`src/pkg/watchdog_pkg.sv`:
```
package watchdog_pkg;

    // Key codes
    localparam logic [7:0] KEY_START   = 8'hcc;
    localparam logic [7:0] KEY_REFRESH = 8'haa;
    localparam logic [7:0] KEY_UNLOCK  = 8'h55;

    // Register offsets
    localparam logic [7:0] ADDR_KEY     = 8'h00;
    localparam logic [7:0] ADDR_DIVIDER = 8'h01;
    localparam logic [7:0] ADDR_RELOAD  = 8'h02;

    // Reset values and field limits
    localparam logic [2:0] DIVIDER_RESET    = 3'h0;
    localparam logic [7:0] RELOAD_RESET     = 8'hff;
    localparam logic [7:0] START_COUNT      = 8'hff;
    localparam logic [7:0] COUNT_END        = 8'h00;
    localparam logic [2:0] DIVIDER_RESERVED = 3'h7;
    localparam logic [3:0] DIVIDER_SHIFT    = 4'h2;
    localparam logic [7:0] READ_IDLE        = 8'h00;

    // Oscillator periods between count end and reset request
    localparam logic [2:0] GRACE_EDGES = 3'h6;

    // Cycles after reset release in which the autostart strap is caught
    localparam logic [1:0] BOOT_CYCLES = 2'h3;

    typedef enum logic [3:0] {
        ST_IDLE  = 4'h1,
        ST_RUN   = 4'h2,
        ST_GRACE = 4'h4,
        ST_FIRED = 4'h8
    } wd_state_type;

    typedef struct packed {
        logic [7:0] addr;
        logic [7:0] wdata;
        logic       wr;
        logic       rd;
    } reg_req_type;

endpackage

```
`src/core/lsi_tick_gen.sv`:
```
`timescale 1ns/10ps
module osc_tick_gen (
    input  wire logic ref_clk,
    input  wire logic rst,
    input  wire logic low_speed_internal_osc,
    output logic      osc_edge,
    output logic      count_tick
);

    typedef struct packed {
        logic sync1;
        logic sync2;
        logic prev;
        logic half;
        logic edge_pulse;
        logic tick_pulse;
    } tick_state_type;

    tick_state_type cur;
    tick_state_type next_cur;

    // Two-flop synchroniser, edge detect and halving of the oscillator
    always_comb begin
        logic rise;
        rise = 1'b0;
        next_cur = cur;
        next_cur.sync1 = low_speed_internal_osc;
        next_cur.sync2 = cur.sync1;
        next_cur.prev = cur.sync2;
        rise = cur.sync2 & ~cur.prev;
        next_cur.edge_pulse = rise;
        next_cur.tick_pulse = rise & cur.half;
        if (rise) begin
            next_cur.half = ~cur.half;
        end
    end

    always_ff @(posedge ref_clk) begin
        if (rst) begin
            cur <= '0;
        end else begin
            cur <= next_cur;
        end
    end

    assign osc_edge   = cur.edge_pulse;
    assign count_tick = cur.tick_pulse;

endmodule

```
`src/core/independent_watchdog.sv`:
```
`timescale 1ns/10ps
module independent_watchdog (
    input  wire logic                      ref_clk,
    input  wire logic                      rst,
    input  wire watchdog_pkg::reg_req_type reg_req,
    output logic [7:0]                     reg_rdata,
    input  wire logic                      low_speed_internal_osc,
    input  wire logic                      hardware_autostart_option,
    output logic                           system_reset_request,
    output logic                           watchdog_running
);

    typedef struct packed {
        watchdog_pkg::wd_state_type state;
        logic                       unlocked;
        logic [2:0]                 divider_code;
        logic [7:0]                 reload_value;
        logic [7:0]                 count;
        logic [7:0]                 prescale;
        logic [2:0]                 grace;
        logic [1:0]                 boot;
        logic                       opt_sync1;
        logic                       opt_sync2;
        logic [7:0]                 rdata;
        logic                       reset_req;
    } wd_core_type;

    wd_core_type cur;
    wd_core_type next_cur;

    logic osc_edge;
    logic count_tick;

    osc_tick_gen i_osc_tick_gen (
        .ref_clk                (ref_clk),
        .rst                    (rst),
        .low_speed_internal_osc (low_speed_internal_osc),
        .osc_edge               (osc_edge),
        .count_tick             (count_tick)
    );

    // Last prescale count for a divider code: 2^(code+2) - 1
    function automatic logic [7:0] prescale_last(input logic [2:0] code);
        logic [8:0] span;
        span = 9'h001 << ({1'b0, code} + watchdog_pkg::DIVIDER_SHIFT);
        return 8'(span - 9'h001);
    endfunction

    function automatic logic addr_hit(input logic [7:0] addr, input logic [7:0] target);
        return addr == target;
    endfunction

    always_comb begin
        logic key_wr;
        logic refresh;
        logic start;
        logic div_wr;
        logic rel_wr;
        key_wr = 1'b0;
        refresh = 1'b0;
        start = 1'b0;
        div_wr = 1'b0;
        rel_wr = 1'b0;
        next_cur = cur;

        // Strap synchroniser
        next_cur.opt_sync1 = hardware_autostart_option;
        next_cur.opt_sync2 = cur.opt_sync1;

        key_wr = reg_req.wr && addr_hit(reg_req.addr, watchdog_pkg::ADDR_KEY);
        div_wr = reg_req.wr && addr_hit(reg_req.addr, watchdog_pkg::ADDR_DIVIDER);
        rel_wr = reg_req.wr && addr_hit(reg_req.addr, watchdog_pkg::ADDR_RELOAD);

        // Catch the autostart strap once it has crossed the synchroniser
        if (cur.boot != watchdog_pkg::BOOT_CYCLES) begin
            next_cur.boot = cur.boot + 2'h1;
            if (cur.boot == watchdog_pkg::BOOT_CYCLES - 2'h1 && cur.opt_sync2) begin
                start = 1'b1;
            end
        end

        // Key decode; unlisted keys have no effect
        if (key_wr) begin
            if (reg_req.wdata == watchdog_pkg::KEY_START) begin
                start = 1'b1;
            end else if (reg_req.wdata == watchdog_pkg::KEY_UNLOCK) begin
                next_cur.unlocked = 1'b1;
            end else if (reg_req.wdata == watchdog_pkg::KEY_REFRESH) begin
                next_cur.unlocked = 1'b0;
                refresh = 1'b1;
            end
        end

        // Protected registers, writable in any state once unlocked
        if (div_wr && cur.unlocked) begin
            if (reg_req.wdata[2:0] != watchdog_pkg::DIVIDER_RESERVED) begin
                next_cur.divider_code = reg_req.wdata[2:0];
            end
        end
        if (rel_wr && cur.unlocked) begin
            next_cur.reload_value = reg_req.wdata;
        end

        // Counter sequencing
        unique case (cur.state)
            watchdog_pkg::ST_IDLE: begin
                if (start) begin
                    next_cur.state = watchdog_pkg::ST_RUN;
                    next_cur.count = watchdog_pkg::START_COUNT;
                    next_cur.prescale = '0;
                end
            end
            watchdog_pkg::ST_RUN: begin
                if (refresh) begin
                    next_cur.count = cur.reload_value;
                    next_cur.prescale = '0;
                end else if (count_tick) begin
                    if (cur.prescale == prescale_last(cur.divider_code)) begin
                        next_cur.prescale = '0;
                        if (cur.count == watchdog_pkg::COUNT_END) begin
                            next_cur.state = watchdog_pkg::ST_GRACE;
                            next_cur.grace = '0;
                        end else begin
                            next_cur.count = cur.count - 8'h01;
                        end
                    end else begin
                        next_cur.prescale = cur.prescale + 8'h01;
                    end
                end
            end
            watchdog_pkg::ST_GRACE: begin
                if (refresh) begin
                    next_cur.state = watchdog_pkg::ST_RUN;
                    next_cur.count = cur.reload_value;
                    next_cur.prescale = '0;
                end else if (osc_edge) begin
                    if (cur.grace == watchdog_pkg::GRACE_EDGES - 3'h1) begin
                        next_cur.state = watchdog_pkg::ST_FIRED;
                        next_cur.reset_req = 1'b1;
                    end else begin
                        next_cur.grace = cur.grace + 3'h1;
                    end
                end
            end
            watchdog_pkg::ST_FIRED: begin
                next_cur.reset_req = 1'b1;
            end
            default: begin
                next_cur.state = watchdog_pkg::ST_FIRED;
                next_cur.reset_req = 1'b1;
            end
        endcase

        // Read data stands in the cycle after the strobe only
        next_cur.rdata = watchdog_pkg::READ_IDLE;
        if (reg_req.rd) begin
            if (addr_hit(reg_req.addr, watchdog_pkg::ADDR_DIVIDER)) begin
                next_cur.rdata = {5'h00, cur.divider_code};
            end else if (addr_hit(reg_req.addr, watchdog_pkg::ADDR_RELOAD)) begin
                next_cur.rdata = cur.reload_value;
            end else begin
                next_cur.rdata = watchdog_pkg::READ_IDLE;
            end
        end
    end

    always_ff @(posedge ref_clk) begin
        if (rst) begin
            cur <= '0;
            cur.state <= watchdog_pkg::ST_IDLE;
            cur.divider_code <= watchdog_pkg::DIVIDER_RESET;
            cur.reload_value <= watchdog_pkg::RELOAD_RESET;
            cur.count <= watchdog_pkg::START_COUNT;
        end else begin
            cur <= next_cur;
        end
    end

    assign reg_rdata            = cur.rdata;
    assign system_reset_request = cur.reset_req;
    assign watchdog_running     = cur.state != watchdog_pkg::ST_IDLE;

endmodule

```
`config.mk`:
```
export PLATFORM = sky130hd
export DESIGN_NAME = independent_watchdog
export DESIGN_NICKNAME = d
export VERILOG_FILES = /design/src/pkg/watchdog_pkg.sv /design/src/core/lsi_tick_gen.sv /design/src/core/independent_watchdog.sv
export SDC_FILE = /design/constraint.sdc
export NUM_CORES = 1
export LEC_CHECK = 0
export BUFFER_PORTS_ARGS = -buffer_cell sky130_fd_sc_hd__buf_2
export CORE_ASPECT_RATIO = 1.25
export CORE_UTILIZATION = 50
export CTS_CLUSTER_DIAMETER = 50
export DETAILED_ROUTE_END_ITERATION = 8
export PLACE_DENSITY = 0.7
export SLEW_MARGIN = 25
export SYNTH_ARGS = -nofsm -noshare
export SYNTH_HDL_FRONTEND = slang
export SYNTH_SLANG_ARGS = --single-unit
export TNS_END_PERCENT = 1
```
`constraint.sdc`:
```
create_clock -name ref_clk -period 3.6 [get_ports ref_clk]
set_input_delay 0.54 -clock ref_clk [delete_from_list [all_inputs] [get_ports ref_clk]]
set_output_delay 0.54 -clock ref_clk [all_outputs]
set_load 0.05 [all_outputs]
```
After elaboration in Yosys (flattened, before gate mapping)
Index checks and enable logic that the tools add are counted.
{"block": "word_totals", "output_inout_bits": 10, "word_cells": 126, "ff_bits": 54, "inputBits": 22}
{"block": "classes", "shifts": 1, "add_sub_neg": 6, "n_eq_ne": 30, "bitwise": 9, "reduce_logical": 21, "n_mux": 40}
{"op": "$mux W16", "n": 3}
{"op": "$pmux W16 S3", "n": 1}
{"op": "$mux W4", "n": 8}
{"op": "$mux W3", "n": 8}
{"op": "$mux W8", "n": 3}
{"op": "$mux W19", "n": 1}
{"op": "$ne A2 B2 Y1 const B", "n": 9}
{"op": "$eq A8 B8 Y1 const B", "n": 2}
{"op": "$logic_not A8 Y1", "n": 2}
{"op": "$pmux W4 S4", "n": 1}
{"op": "$reduce_and A8 Y1", "n": 2}
{"op": "$sub A8 B1 Y8 const B", "n": 2}
{"op": "$mux W1", "n": 13}
{"op": "$ne A3 B3 Y1 const B", "n": 4}
{"op": "$add A8 B1 Y8 const B", "n": 1}
{"op": "$eq A8 B1 Y1 const B", "n": 1}
{"op": "$eq A8 B2 Y1 const B", "n": 1}
{"op": "$eq A8 B7 Y1 const B", "n": 1}
{"op": "$eq A8 B8 Y1", "n": 1}
{"op": "$reduce_and A4 Y1", "n": 2}
{"op": "$shl A1 B4 Y8 const A", "n": 1}
{"op": "$not A1 Y1", "n": 7}
{"op": "$logic_and A1 B1 Y1", "n": 6}
{"op": "$ne A3 B2 Y1 const B", "n": 2}
{"op": "21 further kinds", "n": 25}

Logic depth before layout (Yosys ltp)
{"block": "logic_depth", "word_depth": 8, "depth_mapped": 13, "ltp_nobuf": 11}

Cells and area by module
A second synthesis with hierarchy kept.
{"block": "hier_totals", "cells_unflattened": 333, "area_unflattened_um2": 2890.3}
{"module": "independent_watchdog", "seq_area_each_um2": 960.9, "area_per_inst_um2": 2693.8, "cells_per_inst": 318, "instances": 1}
{"module": "osc_tick_gen", "seq_area_each_um2": 120.1, "area_per_inst_um2": 196.4, "cells_per_inst": 15, "instances": 1}

Least setup slack after synthesis
OpenSTA, ideal clock, no wires.
{"block": "synth_timing", "path_type": "register to register", "startpoint": "reg cur[41] (netlist bit)", "endpoint": "reg cur[13] (netlist bit)", "period_less_slack_ns": 3.079, "required_ns": 3.530, "path_buffers": 1, "path_stages_with_launch": 13, "setup_time_ns": 0.070, "t_arrival_ns": 3.009, "path_slack_ns": 0.521, "path_cell_list": "dfxtp_1 -> ha_1 -> nor2_1 -> nand3b_1 -> ha_1 -> buf_6 -> or3_2 -> a21oi_1 -> o21ai_0 -> a32oi_2 -> a32oi_2 -> or4_1 -> a21oi_1"}
{"block": "synth_between", "elab_chain_len": 6}
{"item": "start: declaration", "line": "independent_watchdog.sv:28", "text": "wd_core_type cur;"}
{"item": "start signal: assignment", "line": "independent_watchdog.sv:175", "text": "cur <= next_cur;"}
{"item": "$add A3 B2 Y4", "line": "independent_watchdog.sv:45", "text": "span = 9'h001 << ({1'b0, code} + watchdog_pkg::DIVIDER_SHIFT);"}
{"item": "$shl A1 B4 Y8", "line": "independent_watchdog.sv:45"}
{"item": "$sub A8 B1 Y8", "line": "independent_watchdog.sv:46", "text": "return 8'(span - 9'h001);"}
{"item": "$eq A8 B8 Y1", "line": "independent_watchdog.sv:118", "text": "if (cur.prescale == prescale_last(cur.divider_code)) begin"}
{"item": "$ne A2 B2 Y1 (no line)"}
{"item": "$reduce_and A8 Y1 (no line)"}
Every way passes these cells.
A chain may end at the register's enable or synchronous reset.

Worst setup path after layout
{"block": "layout_timing", "startpoint": "reg cur[41] (netlist bit)", "endpoint": "reg cur[14] (netlist bit)"}
Same word-level chain as after synthesis.

==> results.json <==
{
  "ys_seq_elements": 54,
  "p_int_uw": 1083,
  "synth_seq_area_share": 0.3684,
  "crit_end": "cur[14]$_SDFFE_PP0P_",
  "cts-resized-gates": 0,
  "maxSlewHeadroom": 0.5462,
  "grt_pass1_vias": 2278,
  "clkLatencyLatePin_ns": 0.31,
  "numPortBuffers": 31,
  "dpl_cell_area_mm2": 0.003039,
  "finalSetupViolations": 0,
  "final_max_slew_viol_count": 0,
  "post_drt_via_cell_ratio": 5.967,
  "path_depth": 11,
  "hold_path_depth": 1,
  "yosys.area.top_type": "dfxtp_1",
  "multi_input_area_mm2": 0.001648,
  "path_clk_slew_ns": 0.10,
  "finalCritPeriodShare": 0.9189,
  "ant_nets": 0,
  "critPathSlowestCell": "or4_1",
  "syn-num-nets": 363,
  "synthArstFlopShare": 0,
  "gr-total-overflow": 0,
  "final_area_mm2": 0.003197,
  "cts_tree": "built",
  "die-area_mm2": 0.006180,
  "maxCapViolCount": 0,
  "area_delta_synth_final_pct": 8.955,
  "max_freq_ghz": 0.3023,
  "cp_top_family": "compound AO/OA/AOI/OAI gates",
  "synthTopCellsByCount": "dfxtp_1, nor2_1, a21oi_1",
  "yosysTopAreaCellShare": 0.3684,
  "p_leak_uw": 0.001223,
  "ys.flop_type": "dfxtp_1",
  "instances_no_fill": 420,
  "cp-startpoint": "cur[41]$_SDFFE_PP0P_",
  "finClkSkew_ns": 0.004374,
  "vias": 2506,
  "synthesis.area_mm2": 0.002934,
  "wl_per_cell_um": 15.41,
  "diodes": 0,
  "grt_max_degree": 22,
  "p_seq_frac": 0.426,
  "dpl.hpwl_mm": 4.830,
  "yosysWarnings": 0,
  "core_area_mm2": 0.005555,
  "cts_hold_buffers": 0,
  "wirelength_mm": 6.474,
  "seqCellArea_mm2": 0.001081,
  "yosysMostFrequentCell": "dfxtp_1",
  "max-vdd-ir-drop_v": 0.0002594,
  "worst_ep_required_time_ns": 3.84,
  "r2r_end": "cur[14]$_SDFFE_PP0P_",
  "hp-class": "reg2reg",
  "finalHoldViolations": 0,
  "r2r-start": "cur[41]$_SDFFE_PP0P_",
  "place_inst": 410,
  "ys_types": 58,
  "run_status": "finished, violations left",
  "drcViolationCount": 2,
  "layout-drive-gt1-share": 0.1657,
  "drtIter0Drc": 165,
  "period_needed_ns": 3.308,
  "critPathKind": "reg2reg",
  "htreeDepth": 2,
  "slowest_delay_ns": 0.50,
  "rows": 30,
  "die_height_um": 87.65,
  "drtPass1Iterations": 6,
  "initial_core_util": 0.5282,
  "grt_util_all_layers": 0.2161,
  "r2r_setup_slack_ns": 0.29,
  "cts_root_buf": "clkbuf_8",
  "synth_area_per_cell_um2": 8.838,
  "violations": "DRC",
  "synth_edf_count": 0,
  "p_clk_frac": 0.312,
  "power.density_mw_per_mm2": 498.2,
  "globalplace.congestion": 0.8101,
  "sw_frac_of_total": 0.3197,
  "cts_setup_buffers": 0,
  "ff2ff_path_depth": 11,
  "grt_antenna_before_repair": 0,
  "netlist_top_cells_area": "dfxtp_1, nor2_1, nor2b_1",
  "crit_path_end_kind": "flip-flop",
  "cp.arrival_ns": 3.55,
  "p_comb_frac": 0.262,
  "switchingPower_uw": 509.1,
  "fillers": 516,
  "fin_tns_setup_ns": 0,
  "syn_inst": 332,
  "cts_buffer_depth": 2,
  "worstSetupStartpointType": "flip-flop",
  "power_uw": 1593,
  "cts_buffers": 5,
  "cp_num_buf_inv": 0,
  "worst-path-max-fanout": 9,
  "grt_pass1_wl_mm": 10.65,
  "max_slew.worst_pin.slew_ns": 0.6776,
  "cts.sinks": 54,
  "ios": 32,
  "dieWidth_um": 70.52,
  "rsz0062_at_grt": "false",
  "fin_util": 0.5755,
  "final_nets": 386,
  "cp_cell_sequence": "ha_1 > nor2_1 > nand3b_1 > ha_1 > xnor2_1 > mux2i_1 > a21oi_1 > a2111oi_4 > a32oi_2 > or4_1 > a21oi_1"
}
[worst min-delay path by stage]
stage	start	to	slack [ns]
2_1_floorplan	i_osc_tick_gen.cur[3]$_SDFF_PP0_	i_osc_tick_gen.osc_edge$_SDFF_PP0_	0.40
3_3_place_gp	i_osc_tick_gen.cur[3]$_SDFF_PP0_	i_osc_tick_gen.osc_edge$_SDFF_PP0_	0.41
3_5_place_dp	i_osc_tick_gen.cur[3]$_SDFF_PP0_	i_osc_tick_gen.osc_edge$_SDFF_PP0_	0.42
4_1_cts	hardware_autostart_option	cur[10]$_SDFF_PP0_	0.43
5_1_grt	reg_req[9]	cur[39]$_SDFFE_PP1P_	0.44
6_report	i_osc_tick_gen.cur[3]$_SDFF_PP0_	i_osc_tick_gen.osc_edge$_SDFF_PP0_	0.43
[area by class of cell]
class	count	share of cell area
Multi-Input combinational cell	245	0.5155
Sequential cell	54	0.3382
Timing Repair Buffer	37	0.06262
Clock buffer	6	0.02583
Tap cell	64	0.02505
Clock inverter	2	0.01879
Inverter	12	0.01409
[kinds of logic (layout without fill, tap and decap cells)]
logic type / Yosys count / count (layout) / synth area share
AO/OA/AOI/OAI: 83 / 83 / 0.2077
XOR/XNOR: 13 / 13 / 0.03881
adder cells (fa/ha/maj): 9 / 9 / 0.03838
buffers and inverters: 33 / 57 / 0.06993
flip-flops: 54 / 54 / 0.3684
multiplexers: 4 / 4 / 0.01365
AND/OR/NAND/NOR: 136 / 136 / 0.2631
[registers in the layout (all words and copies together), names as in the netlist]
| signal | flops |
|---|---|
| reg_rdata | 8 |
| i_osc_tick_gen.count_tick | 1 |
| cur | 39 |
| i_osc_tick_gen.osc_edge | 1 |
| i_osc_tick_gen.cur | 4 |
| system_reset_request | 1 |
[stage by stage]
step                      setup WS [ns]  hold WS, ns
after global placement           0.4111       0.4082
final                            0.2919       0.4279
after global routing            0.04742       0.4399
after detailed placement         0.2898       0.4169
after CTS                        0.2500       0.4334
after floorplan                  0.5211       0.4000
[power groups by stage]
stage               combinational (µW)  clock [µW]  sequential (µW)
floorplan                          313           0              699
global placement                   408           0              691
detailed placement                 416           0              692
CTS                                415         505              678
global route                       457         531              688
finish                             417         497              679
[layer usage]
layer | routed length [µm] | GRT usage
met5 | 0 | 0
met4 | 66 | 0.06494
met3 | 188 | 0.02877
met2 | 3319 | 0.3981
met1 | 2900 | 0.2622
[cell usage in the layout (no fill, tap or decap), types with 3 or more instances in the layout]
master,n
o221ai_1,3
nor3b_1,3
and2_1,6
nor4_1,3
a22oi_1,3
nand4_1,7
nor2b_1,19
nand2_1,11
nand2b_1,6
nand3b_1,3
a2bb2oi_1,4
clkbuf_8,6
or4_1,3
dfxtp_1,54
ha_1,9
buf_2,31
mux2i_1,4
inv_1,12
a21o_1,4
a31oi_1,7
and3_1,3
nand3_1,11
a211o_1,9
a21oi_1,20
buf_4,6
a211oi_1,5
xnor2_1,4
nor2_1,34
xor2_1,9
nor3_1,11
o21ai_0,9
Power figures use the tool's default switching activity.
